## src/rrs_pkg.sv

```systemverilog
// Overview of operation
// - bits 26:20 give the first data-bit collision position
// - collision position means something only while the collision flag is one
// - position equals physical bit position plus the receive bit-alignment offset
// - only collisions inside the first 8 received bytes are captured
// - position is zero based: 0x00 first bit up to 0x7f 128th bit
// - parity or stop bit collisions leave the position unchanged
// - bits 19:17 give valid bits of last byte, 0 meaning all eight
// - bits 16:13 count normally completed frames in multi-frame mode
// - frame count valid only while multi-frame enable is one
// - bits 12:0 hold the received byte count
// - byte count not meaningful while multi-frame reception is enabled
// - collision flag in error register bit 18 set on any collision
package rrs_pkg;
   localparam int unsigned ADDR_W   = 8;
   localparam int unsigned IDX_W    = ADDR_W - 2;
   // printed offsets are word indices; byte address is four times the index
   localparam logic [IDX_W-1:0] IDX_STATUS   = 6'h05;
   localparam logic [IDX_W-1:0] IDX_ERROR    = 6'h06;
   localparam logic [IDX_W-1:0] IDX_CTRL     = 6'h07;
   localparam logic [IDX_W-1:0] IDX_IRQ_STAT = 6'h08;
   localparam logic [IDX_W-1:0] IDX_IRQ_MASK = 6'h09;

   localparam int unsigned POS_W    = 7;
   localparam int unsigned LAST_W   = 3;
   localparam int unsigned FRM_W    = 4;
   localparam int unsigned BYTES_W  = 13;
   localparam int unsigned RSVD_LSB = 27;
   localparam int unsigned RSVD_W   = 5;
   localparam int unsigned COLL_FLAG_BIT = 18;
   localparam int unsigned ALIGN_W  = 3;
   localparam int unsigned CTRL_MULTI_BIT = 0;
   localparam int unsigned CTRL_ALIGN_LSB = 1;
   localparam int unsigned IRQ_W    = 2;
   localparam int unsigned IRQ_FRAME_BIT = 0;
   localparam int unsigned IRQ_COLL_BIT  = 1;
   localparam int unsigned BITCNT_W = 16;
   localparam logic [BITCNT_W-1:0] COLL_WINDOW_BITS = 16'h0040;

   typedef enum logic [0:0] {
      RRS_IDLE  = 1'b0,
      RRS_FRAME = 1'b1
   } rrs_state_t;

   // events from the receive decoder, one-cycle pulses on pclk
   typedef struct packed {
      logic frame_start;
      logic frame_end;
      logic frame_ok;
      logic data_bit;
      logic parity_bit;
      logic stop_bit;
      logic collision;
      logic byte_done;
   } rrs_rx_evt_t;

   typedef struct packed {
      logic [POS_W-1:0]   pos;
      logic               pos_upd;
      logic               coll_any;
      logic [LAST_W-1:0]  last_bits;
      logic [BYTES_W-1:0] bytes;
      logic               frame_ok;
   } rrs_frame_res_t;
endpackage

```

## src/rrs_frame_acc.sv

```systemverilog
module rrs_frame_acc
   import rrs_pkg::*;
(
   input  wire logic               pclk,
   input  wire logic               presetn,
   input  wire logic               pce,
   input  wire rrs_rx_evt_t        evt,
   input  wire logic [ALIGN_W-1:0] bit_align,
   output rrs_frame_res_t          res,
   output logic                    commit
);
   rrs_state_t          state_r;
   logic [BITCNT_W-1:0] bit_cnt_r;
   logic [BYTES_W-1:0]  bytes_r;
   logic                found_r;
   logic                any_r;
   logic [POS_W-1:0]    pos_r;

   wire in_frame   = (state_r == RRS_FRAME);
   wire busy       = in_frame & ~evt.frame_end & ~evt.frame_start;
   wire data_coll  = busy & evt.data_bit & evt.collision;
   wire in_window  = (bit_cnt_r < COLL_WINDOW_BITS);
   wire first_coll = data_coll & ~found_r & in_window;
   wire [POS_W-1:0] pos_calc = POS_W'(bit_cnt_r + BITCNT_W'(bit_align));

   assign commit        = pce & in_frame & evt.frame_end;
   assign res.pos       = pos_r;
   assign res.pos_upd   = found_r;
   assign res.coll_any  = any_r;
   assign res.last_bits = bit_cnt_r[LAST_W-1:0];
   assign res.bytes     = bytes_r;
   assign res.frame_ok  = evt.frame_ok;

   always_ff @(posedge pclk or negedge presetn) begin
      if (!presetn) begin
         state_r   <= RRS_IDLE;
         bit_cnt_r <= '0;
         bytes_r   <= '0;
         found_r   <= 1'b0;
         any_r     <= 1'b0;
         pos_r     <= '0;
      end else if (pce) begin
         if (evt.frame_start) begin
            state_r   <= RRS_FRAME;
            bit_cnt_r <= '0;
            bytes_r   <= '0;
            found_r   <= 1'b0;
            any_r     <= 1'b0;
         end else begin
            case (state_r)
               RRS_IDLE: begin
                  state_r <= RRS_IDLE;
               end
               RRS_FRAME: begin
                  if (evt.frame_end) begin
                     state_r <= RRS_IDLE;
                  end
                  if (busy && evt.data_bit) begin
                     bit_cnt_r <= bit_cnt_r + 1'b1;
                  end
                  if (busy && evt.byte_done) begin
                     bytes_r <= bytes_r + 1'b1;
                  end
                  if (busy && evt.collision) begin
                     any_r <= 1'b1;
                  end
                  if (first_coll) begin
                     found_r <= 1'b1;
                     pos_r   <= pos_calc;
                  end
               end
               default: begin
                  state_r <= RRS_IDLE;
               end
            endcase
         end
      end
   end
endmodule

```

## src/rrs_irq.sv

```systemverilog
module rrs_irq
   import rrs_pkg::*;
(
   input  wire logic             pclk,
   input  wire logic             presetn,
   input  wire logic             pce,
   input  wire logic [IRQ_W-1:0] ev_set,
   input  wire logic [IRQ_W-1:0] ev_clr,
   input  wire logic [IRQ_W-1:0] mask,
   output logic [IRQ_W-1:0]      stat,
   output logic                  irq
);
   genvar i;
   generate
      for (i = 0; i < IRQ_W; i++) begin : g_bit
         // set beats a clear landing in the same cycle
         always_ff @(posedge pclk or negedge presetn) begin
            if (!presetn) begin
               stat[i] <= 1'b0;
            end else if (pce) begin
               stat[i] <= ev_set[i] | (stat[i] & ~ev_clr[i]);
            end
         end
      end
   endgenerate

   assign irq = |(stat & mask);
endmodule

```

## src/rrs_top.sv

```systemverilog
module rrs_top
   import rrs_pkg::*;
(
   input  wire logic              pclk,
   input  wire logic              presetn,
   input  wire logic              pce,
   input  wire logic              psel,
   input  wire logic              penable,
   input  wire logic              pwrite,
   input  wire logic [ADDR_W-1:0] paddr,
   input  wire logic [31:0]       pwdata,
   input  wire logic [3:0]        pstrb,
   output logic [31:0]            prdata,
   output logic                   pready,
   output logic                   pslverr,
   input  wire rrs_rx_evt_t       rx_evt,
   output logic                   irq
);
   // committed status fields
   logic [POS_W-1:0]   coll_pos_r;
   logic [LAST_W-1:0]  last_bits_r;
   logic [FRM_W-1:0]   frames_r;
   logic [BYTES_W-1:0] bytes_r;
   logic               coll_flag_r;
   // software controls
   logic               multi_en_r;
   logic [ALIGN_W-1:0] bit_align_r;
   logic [IRQ_W-1:0]   irq_mask_r;
   logic [31:0]        prdata_r;

   rrs_frame_res_t     res;
   logic               commit;
   logic [IRQ_W-1:0]   irq_stat;

   rrs_frame_acc u_acc (
      .pclk      (pclk),
      .presetn   (presetn),
      .pce       (pce),
      .evt       (rx_evt),
      .bit_align (bit_align_r),
      .res       (res),
      .commit    (commit)
   );

   // ---------------- bus decode
   wire [IDX_W-1:0] idx     = paddr[ADDR_W-1:2];
   wire             aligned = (paddr[1:0] == 2'h0);
   wire sel_status   = aligned & (idx == IDX_STATUS);
   wire sel_error    = aligned & (idx == IDX_ERROR);
   wire sel_ctrl     = aligned & (idx == IDX_CTRL);
   wire sel_irq_stat = aligned & (idx == IDX_IRQ_STAT);
   wire sel_irq_mask = aligned & (idx == IDX_IRQ_MASK);
   wire mapped = sel_status | sel_error | sel_ctrl | sel_irq_stat | sel_irq_mask;

   wire setup_ph  = psel & ~penable;
   wire access_ph = psel & penable & pce;
   wire wr_ok     = access_ph & pwrite & mapped;
   wire rd_ok     = access_ph & ~pwrite & mapped;

   // the whole word is one register read, so fields stay coherent
   wire [31:0] status_word = {{RSVD_W{1'b0}}, coll_pos_r, last_bits_r, frames_r, bytes_r};
   wire [31:0] error_word  = 32'(coll_flag_r) << COLL_FLAG_BIT;
   wire [31:0] ctrl_word   = 32'({bit_align_r, multi_en_r});
   wire [31:0] irq_st_word = 32'(irq_stat);
   wire [31:0] irq_mk_word = 32'(irq_mask_r);

   wire [31:0] rd_mux = sel_status   ? status_word :
                        sel_error    ? error_word  :
                        sel_ctrl     ? ctrl_word   :
                        sel_irq_stat ? irq_st_word :
                        sel_irq_mask ? irq_mk_word : 32'h0000_0000;

   wire wr_ctrl = wr_ok & sel_ctrl & pstrb[0];
   wire wr_mask = wr_ok & sel_irq_mask & pstrb[0];
   // only the bits already shown to software get cleared, so a late event survives
   wire [IRQ_W-1:0] irq_clr = (rd_ok & sel_irq_stat) ? prdata_r[IRQ_W-1:0] : '0;

   // one access cycle, stretched while the clock enable is low
   assign pready  = pce;
   assign pslverr = access_ph & ~mapped;
   assign prdata  = prdata_r;

   // read data captured in the setup cycle so it comes from a flop
   always_ff @(posedge pclk or negedge presetn) begin
      if (!presetn) begin
         prdata_r <= 32'h0000_0000;
      end else if (pce && setup_ph && !pwrite) begin
         prdata_r <= rd_mux;
      end
   end

   always_ff @(posedge pclk or negedge presetn) begin
      if (!presetn) begin
         multi_en_r  <= 1'b0;
         bit_align_r <= '0;
         irq_mask_r  <= '0;
      end else if (pce) begin
         if (wr_ctrl) begin
            multi_en_r  <= pwdata[CTRL_MULTI_BIT];
            bit_align_r <= pwdata[CTRL_ALIGN_LSB +: ALIGN_W];
         end
         if (wr_mask) begin
            irq_mask_r <= pwdata[IRQ_W-1:0];
         end
      end
   end

   // ---------------- status commit at frame end
   always_ff @(posedge pclk or negedge presetn) begin
      if (!presetn) begin
         coll_pos_r  <= '0;
         last_bits_r <= '0;
         bytes_r     <= '0;
         coll_flag_r <= 1'b0;
      end else if (commit) begin
         if (res.pos_upd) begin
            coll_pos_r <= res.pos;
         end
         last_bits_r <= res.last_bits;
         bytes_r     <= res.bytes;
         coll_flag_r <= res.coll_any;
      end
   end

   // frame count is held at zero outside multi-frame mode
   always_ff @(posedge pclk or negedge presetn) begin
      if (!presetn) begin
         frames_r <= '0;
      end else if (pce) begin
         if (!multi_en_r) begin
            frames_r <= '0;
         end else if (commit && res.frame_ok) begin
            frames_r <= frames_r + 1'b1;
         end
      end
   end

   // ---------------- interrupts
   wire [IRQ_W-1:0] irq_set = IRQ_W'({commit & res.coll_any, 1'b0}) |
                              IRQ_W'(commit);

   rrs_irq u_irq (
      .pclk    (pclk),
      .presetn (presetn),
      .pce     (pce),
      .ev_set  (irq_set),
      .ev_clr  (irq_clr),
      .mask    (irq_mask_r),
      .stat    (irq_stat),
      .irq     (irq)
   );
endmodule

```

## config.mk

```make
export PLATFORM = sky130hd
export DESIGN_NAME = rrs_top
export DESIGN_NICKNAME = d
export VERILOG_FILES = /design/src/rrs_pkg.sv /design/src/rrs_frame_acc.sv /design/src/rrs_irq.sv /design/src/rrs_top.sv
export SDC_FILE = /design/constraint.sdc
export NUM_CORES = 1
export LEC_CHECK = 0
export ABC_AREA = 0
export BUFFER_PORTS_ARGS = -buffer_cell sky130_fd_sc_hd__buf_2
export CORE_MARGIN = 2
export CORE_UTILIZATION = 35
export DETAILED_ROUTE_END_ITERATION = 8
export HOLD_SLACK_MARGIN = 0.15
export PLACE_DENSITY = 0.56
export RECOVER_POWER = 25
export SETUP_SLACK_MARGIN = 0.02
export SLEW_MARGIN = 15
export SYNTH_ARGS = -nofsm -noshare
export SYNTH_HDL_FRONTEND = slang
export SYNTH_SLANG_ARGS = --single-unit
```

## constraint.sdc

```tcl
create_clock -name pclk -period 4.8 [get_ports pclk]
set_clock_uncertainty 0.2 [all_clocks]
set_input_delay 0.48 -clock pclk [delete_from_list [all_inputs] [get_ports pclk]]
set_output_delay 0.48 -clock pclk [all_outputs]
set_load 0.02 [all_outputs]
```

==> metrics.txt, run 1 <==
status finished, violations left; failing checks max-capacitance violations, max-slew violations; # clock sinks 102; CTS tree built; Row Count 42; Post-synth EDFFs 0; fin crit share 0.6093; H-tree depth 3; Root Buffer Master clkbuf_16; multi-input logic area 2081 um2; #FFs+latches synth 102; most used cell, CP clkbuf_1; hold_sp pwdata[2]; HP Class in -> reg; DR WL/cell between 10 and 15 um; Iter 0 DRT Violations 236; initial cell density of the core 0.3603; R2R Path Start u_acc.in_frame$_DFFE_PN0P_; post-synth top area share 0.5328; Gates resized, CTS repair 0; initial antenna violation count 0; DRC Markers 0; Yosys warning count 0; worst path required time 4.82 ns; crit path launch pce; largest net degree at the start of global routing between 60 and 70; asr flop ratio synth 1.000; area leader, netlist dfrtp_1; Final GP Congestion about 0.80; via/cell ratio 5.202; fin nets around 560; Leak about 2.5 nW; Critical Path Sink Type flop; Slew Limit Fails 66; CP max stage delay 0.76 ns; gr usage total 0.1478; worst-path maximum fanout 22; Setup Viol. Count Final 0; FF+latch area ~2600 um2; Seq/Total Area, Yosys 0.5328; TritonRoute pass-1 iters 4; predominant post-synthesis flop cell dfrtp_1; # diodes 0; Critical-path top delay cell clkbuf_1; final worst path period need between 2 and 3 ns; layout cells sized above 1 0.1434; HPWL Detailed 6.937 mm; unrepaired setup endpoints after global routing no; gr ovfl total 0; Max Cap Viol 1; CP Data Arrival Time 2.95 ns; Vias 3527; Area after DPL between 5000 and 6000 um2; IO Pins 93; Syn Inst Count 451; critical path buffer and inverter count 2; CP delay by family, top buffers and inverters; Die X-Extent 121.0 um; CP startpoint kind input pin; Num CTS Buffers 9; mean post-synth cell area 10.62 um2; largest cells by area after synthesis dfrtp_1 53%, nand2_1 5.8%, a22o_1 4.8%; Highest Clock Rate ~0.34 GHz; Finished Cell Area 5466 um2; Placed Cells 662; maximum VDD drop 0.0001708 V; vias in the first global route ~3400; Setup CP Type in -> reg; die footprint 14640 um2; Tot Pwr between 1.5 and 2 mW; Unique masters post-synth 61; first-pass GRT wire length 17.22 mm; Layout Utilization 0.4112; max_slew headroom -0.1005; cells along the critical path clkbuf_1 -> and3_1 -> clkbuf_1 -> nand2_1 -> mux2_2; Core ar. 13300 um2; Worst-Skew Late Latency 0.34 ns; Worst Max-Slew Pin Slew 1.651 ns; CTS Buffer Depth 2; Synth Cell Area 4791 um2; Non-Filler Instances approximately 680; area delta synth->final 14.10%; Routed Antenna Nets 0; DIE HEIGHT 121.0 um; Final Hold Violating Endpoints 0; FILL cells 1284; Power per Cell Area 325.6 nW/um2; clock-pin slew on the worst setup and hold paths 0.06 ns; final wirelength 9.997 mm; Setup TNS 0 ns; I/O Buffers 54
==> state kept, by name, indices dropped and copies added, names as in the netlist, 2 cells and up <==
name / cells
prdata: 27
u_acc.bit_cnt_r: 16
bytes_r: 13
u_acc.bytes_r: 13
coll_pos_r: 7
u_acc.pos_r: 7
frames_r: 4
bit_align_r: 3
last_bits_r: 3
irq_mask_r: 2
u_irq.stat: 2
==> cell families (layout without fill, tap and decap cells) <==
logic type / count (synthesis) / after routing / share of synthesized area
AOI/OAI and AO/OA: 94 / 94 / 0.1384
xor gates and xnor gates: 20 / 20 / 0.03656
adders and majority gates: 7 / 7 / 0.01985
buffers and inverters: 34 / 81 / 0.03604
DFF: 102 / 102 / 0.5328
muxes: 22 / 22 / 0.05119
other: 1 / 5 / 0.0007827
and+or+nand+nor: 171 / 171 / 0.1844
==> final timing paths <==
path	to	slack, ns	cells after the start
worst max register to register	coll_pos_r[0]$_DFFE_PN0P_	2.24	4
min in group asynchronous	prdata[7]$_DFFE_PN0P_	0.86	2
worst min-delay path	bit_align_r[1]$_DFFE_PN0P_	0.19	2
worst max-delay path	coll_pos_r[0]$_DFFE_PN0P_	1.88	5
max in group asynchronous	multi_en_r$_DFFE_PN0P_	2.28	3
worst min register to register	bytes_r[1]$_DFFE_PN0P_	0.27	2
==> report_power, final <==
group / internal, mW / leakage, nW / switching [mW]
clock: 0.469 / 0.151 / 0.312
combinational: 0.0324 / 0.941 / 0.0717
sequential: 0.878 / 1.41 / 0.0172
total: 1.38 / 2.50 / 0.401
==> per-layer routing <==
layer	routed length [um]	GRT usage	vias up
li1	-	-	1700
met1	4978	0.2106	1741
met2	4382	0.2195	77
met3	514	0.03806	9
met4	121	0.04724	0
met5	0	0	-
==> what timing repair did <==
item	CTS	global route
hold endpoints to repair	64	0
hold buffers	1	0
setup buffers	0	0
endpoints found under the setup margin	0	0
==> worst reg2reg max path: cells and delay by family (launching register included) <==
family        cells  cell delay, ns
flops             1            0.47
simple gates      2            0.64
buf+inv           1            0.76
mux               1            0.38
==> layout make-up <==
class,instances,share of cell area
sequential,102,0.4669
multi-input combinational,319,0.3806
timing repair buffer,58,0.04761
clock buffer,10,0.04372
tap,176,0.04028
clock inverter,5,0.01534
inverter,8,0.005493
==> synth_stat cells (6+ instances only) <==
library cell  count
dfrtp_1         102
nand2_1          74
a22o_1           26
o21ai_0          23
nor2_1           21
mux2_2           20
a21oi_1          18
nand3_1          12
nand4_1          12
or3_1            12
xnor2_1          12
clkbuf_1         11
inv_1             8
xor2_1            8
buf_4             7
and3_1            6
ha_1              6
==> per-stage QoR <==
stage	hold slack, ns	worst slack, ns
after floorplan	-0.01559	2.685
after global placement	0.2581	2.297
after detailed placement	0.2604	2.272
after CTS	0.1735	2.440
after global routing	0.1731	1.600
final	0.1903	1.875
==> cell usage in the layout, fill, tap and decap left out, types with 18 or more instances in the layout <==
| cell type | n |
|---|---|
| dfrtp_1 | 102 |
| nand2_1 | 74 |
| clkbuf_1 | 30 |
| a22o_1 | 26 |
| buf_2 | 25 |
| o21ai_0 | 23 |
| nor2_1 | 21 |
| mux2_2 | 20 |
| a21oi_1 | 18 |
Note: power is estimated with default switching activity, not from simulation.
==> run 2: changes to the inputs <==
- clock period: 4.8 -> 2.92 ns (I/O delays scaled with it)
==> run 2 against run 1 <==
Effect of this change:
- the run now ends clean
- largest cell class unchanged
- core utilization up 1.3 points
- first-iteration DRC count up 12%
- sequential power up 64%
- die area unchanged
- critical endpoint is now u_acc.pos_r[4]$_DFFE_PN0P_
- clock power up 63%
- worst setup slack worse by 1.3 ns
- power up 65%
- sequential cell count unchanged
- worst hold slack worse by 0.024 ns
- register-to-register slack worse by 1.5 ns
- via count up 2.0%
==> metrics.txt, run 2 (synthesis gave the netlist of run 1 again) <==
status complete, no violations; Setup Viol. Count Final 0; fin nets 580; worst-path maximum fanout 7; Setup CP Type in -> reg; DIE HEIGHT 121.0 um; Gates resized, CTS repair 0; IO Pins 93; gr usage total 0.1560; Setup TNS 0 ns; first-pass GRT wire length 18.15 mm; Routed Antenna Nets 0; DRC Markers 0; crit path launch rx_evt[7]; R2R Path Start u_acc.bit_cnt_r[0]$_DFFE_PN0P_; CTS Buffer Depth 2; Highest Clock Rate between 0.4 and 0.5 GHz; Max Cap Viol 0; # clock sinks 102; via/cell ratio 5.184; initial antenna violation count 0; clock-pin slew on the worst setup and hold paths approximately 0.070 ns; gr ovfl total 0; Logic pwr share 0.065; hold_sp paddr[4]; Die X-Extent ~120 um; CTS tree built; HP Class in -> reg; Worst Max-Slew Pin Slew roughly 1.2 ns; CTS Hold Bufs 12; initial cell density of the core 0.3603; Largest register FFs 27; Root Buffer Master clkbuf_16; DR WL/cell approximately 15 um; Post-CTS Setup Bufs 0; layout cells sized above 1 0.1776; Net Sw Frac 0.2238; part of the power in registers 0.502; Pint 2.275 mW; Tot Pwr 2.931 mW; Vias 3598; Critical Path Sink Type flop; Power per Cell Area 520.2 nW/um2; Slew Limit Fails 0; H-tree depth 3; Core ar. 13300 um2; CP Data Arrival Time 2.33 ns; Iter 0 DRT Violations 265; Worst-Skew Late Latency 0.34 ns; I/O Buffers 54; final wirelength approximately 11 mm; largest net degree at the start of global routing 48; unrepaired setup endpoints after global routing no; max_slew headroom 0.1810; Final GP Congestion 0.8309; HPWL Detailed about 7.7 mm; fin crit share 0.7921; Num CTS Buffers 9; final worst path period need 2.313 ns; Row Count 42; worst path required time ~3 ns; # diodes 0; most frequent cells in the layout 102 x dfrtp_1, 74 x nand2_1, 38 x buf_2; Final Hold Violating Endpoints 0; clock power share 0.433; vias in the first global route 3622; maximum VDD drop 0.0002671 V; Leak 2.641 nW; Net Switching between 600 and 700 uW; area delta synth->final 17.60%; TritonRoute pass-1 iters 4; CP startpoint kind input pin; die footprint between 10000 and 15000 um2; most common cell after layout, fill and taps aside dfrtp_1
run 2: final cells by class:
class                   count  area, um2
multi-input cells         319       2081
flip-flops and latches    102       2552
clock buffers              10      239.0
fillers                  1279       7661
inverters                   8      30.03
clock inverters             4      72.57
well taps                 176      220.2
repair buffers             75      439.2
run 2: metrics by stage:
stage / utilization / hold slack, ns / area [um2] / setup WS (ns) / cells
after global routing: 0.4238 / 0.2089 / 5634 / 0.3608 / 694
after CTS: 0.4254 / 0.1605 / 5655 / 0.6192 / 694
after floorplan: - / -0.2036 / 4806 / 0.9913 / 455
after global placement: 0.3929 / 0.1611 / 5224 / 0.7479 / 668
after detailed placement: 0.3929 / 0.1542 / 5224 / 0.7128 / 668
final: 0.4238 / 0.1665 / 5634 / 0.6072 / 694
run 2: worst paths after layout:
kind | endpoint | slack (ns) | depth (start not counted)
min | u_irq.stat[0]$_DFFE_PN0P_ | 0.17 | 4
min in group asynchronous | bytes_r[7]$_DFFE_PN0P_ | 0.53 | 2
max in group asynchronous | u_acc.pos_r[4]$_DFFE_PN0P_ | 1.04 | 3
min reg2reg | bytes_r[5]$_DFFE_PN0P_ | 0.28 | 2
max reg2reg | u_acc.pos_r[6]$_DFFE_PN0P_ | 0.74 | 7
max | u_acc.pos_r[4]$_DFFE_PN0P_ | 0.61 | 6
run 2: power groups by stage:
stage	Clock, mW	Sequential [mW]	Combinational [mW]
after global routing	1.36	1.47	0.220
after floorplan	0	1.49	0.105
final	1.27	1.47	0.192
after global placement	0	1.50	0.179
after detailed placement	0	1.50	0.183
after CTS	1.30	1.47	0.196
run 2: layer usage:
layer	part of all wire	track usage	routed length (um)	up-vias
met4	0.016	0.05305	172	0
met3	0.042	0.02961	450	16
met1	0.49	0.2208	5241	1767
met2	0.45	0.2398	4871	80
met5	0	0	0	-
li1	-	-	-	1735
run 2: critical path: stages:
cell and delay [ns]:
dlygate4sd3_1 0.54, buf_2 0.17, nor4_1 0.28, nand4_1 0.24, nor2_2 0.41, mux2_2 0.39
==> run 3: changes to the inputs <==
- PLACE_DENSITY: 0.56 -> 0.58
- clock period: 2.92 -> 1.87 ns (I/O delays scaled with it)
==> run 3 against run 2 <==
Effect of this change:
- the flow now finishes with violations (negative setup slack)
- core utilization rose by 4.2 points
- wire length rose by 6.0%
- critical path depth decreased by 1
- sequential cell count unchanged
- cell area up 9.8%
- non-clock buffer count up 49
- first-iteration DRC count shrank 10%
- die area unchanged
- power is 57% higher
- count of clock-buffer cells in the layout is 2 higher
- combinational power rose by 98%
- register-to-register slack worse by 0.78 ns
- critical path type is now reg -> reg
- highest routed layer unchanged
==> metrics.txt, run 3 (synthesis gave the netlist of run 1 again) <==
unrepaired setup endpoints after global routing yes; Area after DPL between 5000 and 6000 um2; DIE HEIGHT ~120 um; initial antenna violation count 0; Net Switching about 1.1 mW; Root Buffer Master clkbuf_16; FILL cells between 1000 and 1500; CTS tree built; area delta synth->final 29.17%; clock power share 0.419; initial cell density of the core 0.3603; Row Count 42; Max Cap Viol 0; most frequent cells in the layout 102 x dfrtp_1, 73 x nand2_1, 45 x buf_4; Die X-Extent 121.0 um; HP Class in -> reg; hold_sp paddr[0]; Critical Path Sink Type flop; # clock sinks 102; Largest register FFs 27; maximum VDD drop 0.0004897 V; Leak 2.847 nW; part of the power in registers 0.498; IO Pins 93; # diodes 0; Worst-Skew Late Latency about 0.34 ns; Logic pwr share 0.083; CP startpoint kind flop; vias in the first global route 3740; Iter 0 DRT Violations 238; Routed Antenna Nets 0; Tot Pwr 4.590 mW; DRC Markers 0; first-pass GRT wire length 18.26 mm; clock-pin slew on the worst setup and hold paths roughly 0.07 ns; Setup CP Type reg -> reg; worst hold margin 0.1639 ns; layout cells sized above 1 0.2539; R2R Path Start u_acc.found_r$_DFFE_PN0P_; final setup margin -0.03904 ns; Highest Clock Rate 0.5238 GHz; CP Data Arrival Time a little under 2 ns; gr ovfl total 0; failing checks negative setup slack; Net Sw Frac 0.2318; most common cell after layout, fill and taps aside dfrtp_1; status finished, violations left; TritonRoute pass-1 iters 4; Slew Limit Fails 0; final wirelength 11.37 mm; Finished Cell Area 6188 um2; via/cell ratio 5.123; worst path required time around 1.9 ns; largest net degree at the start of global routing 47; Final Hold Violating Endpoints 0; crit path launch u_acc.found_r$_DFFE_PN0P_; I/O Buffers 54; die footprint 14640 um2; Setup Viol. Count Final 6; fin nets 631; Hold Crit Depth 5; FF+latch area ~2600 um2; CTS Buffer Depth 2; Core ar. between 10000 and 15000 um2; gr usage total 0.1578; pre-CTS WS -0.1423 ns; Vias between 3000 and 4000; worst-path maximum fanout 6; final worst path period need 1.909 ns; Pint between 3 and 4 mW; multi-input logic area ~2200 um2; Num CTS Buffers 9; fin crit share 1.021; Power per Cell Area 741.7 nW/um2; HPWL Detailed just under 8 mm; H-tree depth 3; DR WL/cell ~15 um; Reg2Reg Depth 5; Setup TNS -0.1108 ns; Final GP Congestion 0.8048
==> run 3: cell count changes in the layout (fill, tap and decap cells not counted), sizes merged <==
| cell | change |
|---|---|
| o2111ai | +1 |
| a211o | +1 |
| dlygate4sd3 | +6 |
| clkbuf | +17 |
| bufinv | -1 |
| clkinv | +1 |
| buf | +28 |
==> run 3: repair_timing <==
| action | 4_1_cts | 5_1_grt |
|---|---|---|
| hold endpoints to repair | 121 | 0 |
| gates cloned | 1 | 1 |
| setup endpoints to repair | 9 | 21 |
| hold buffers | 18 | 0 |
| gates resized for setup | 9 | 22 |
| pin swaps | 7 | 11 |
| buffers inserted | 6 | 3 |
==> run 3: metrics by stage <==
step,util,std cells
floorplan,-,455
global placement,0.4159,703
detailed placement,0.4159,703
CTS,0.4599,744
global route,0.4655,747
finish,0.4655,747
==> run 3: layout make-up <==
| class | count | area share |
|---|---|---|
| inverters | 8 | 0.004852 |
| clock inverters | 4 | 0.008896 |
| well taps | 176 | 0.03558 |
| clock buffers | 12 | 0.04145 |
| flip-flops and latches | 102 | 0.4125 |
| repair buffers | 124 | 0.1379 |
| multi-input cells | 321 | 0.3589 |
==> run 3: layer usage <==
layer  GRT usage  vias to the layer above  share of wire
met5           0                        -              0
met4     0.06395                        0          0.017
met3     0.03195                       14          0.046
met2      0.2504                       78           0.46
met1      0.2112                     1881           0.48
li1            -                     1854              -
==> run 3: power by group through the flow <==
| stage | combinational (mW) | sequential [mW] | clock [mW] |
|---|---|---|---|
| final | 0.381 | 2.29 | 1.92 |
| after detailed placement | 0.331 | 2.33 | 0 |
| after CTS | 0.371 | 2.29 | 1.97 |
| after floorplan | 0.164 | 2.32 | 0 |
| after global placement | 0.325 | 2.33 | 0 |
| after global routing | 0.420 | 2.29 | 2.08 |
==> run 3: critical path: stages (launching register included) <==
cell and delay [ns]:
dfrtp_1 0.39, nor4bb_2 0.31, nand4_1 0.22, nor2_2 0.19, buf_6 0.16, mux2_2 0.34
==> run 3: path summary, 6_finish.rpt <==
check | slack, ns | end
setup / recovery | -0.04 | u_acc.pos_r[5]$_DFFE_PN0P_
hold / removal | 0.16 | u_irq.stat[0]$_DFFE_PN0P_
setup reg to reg | -0.04 | u_acc.pos_r[5]$_DFFE_PN0P_
hold reg to reg | 0.28 | prdata[18]$_DFFE_PN0P_
max in group asynchronous | 0.27 | prdata[22]$_DFFE_PN0P_
min in group asynchronous | 0.64 | prdata[10]$_DFFE_PN0P_
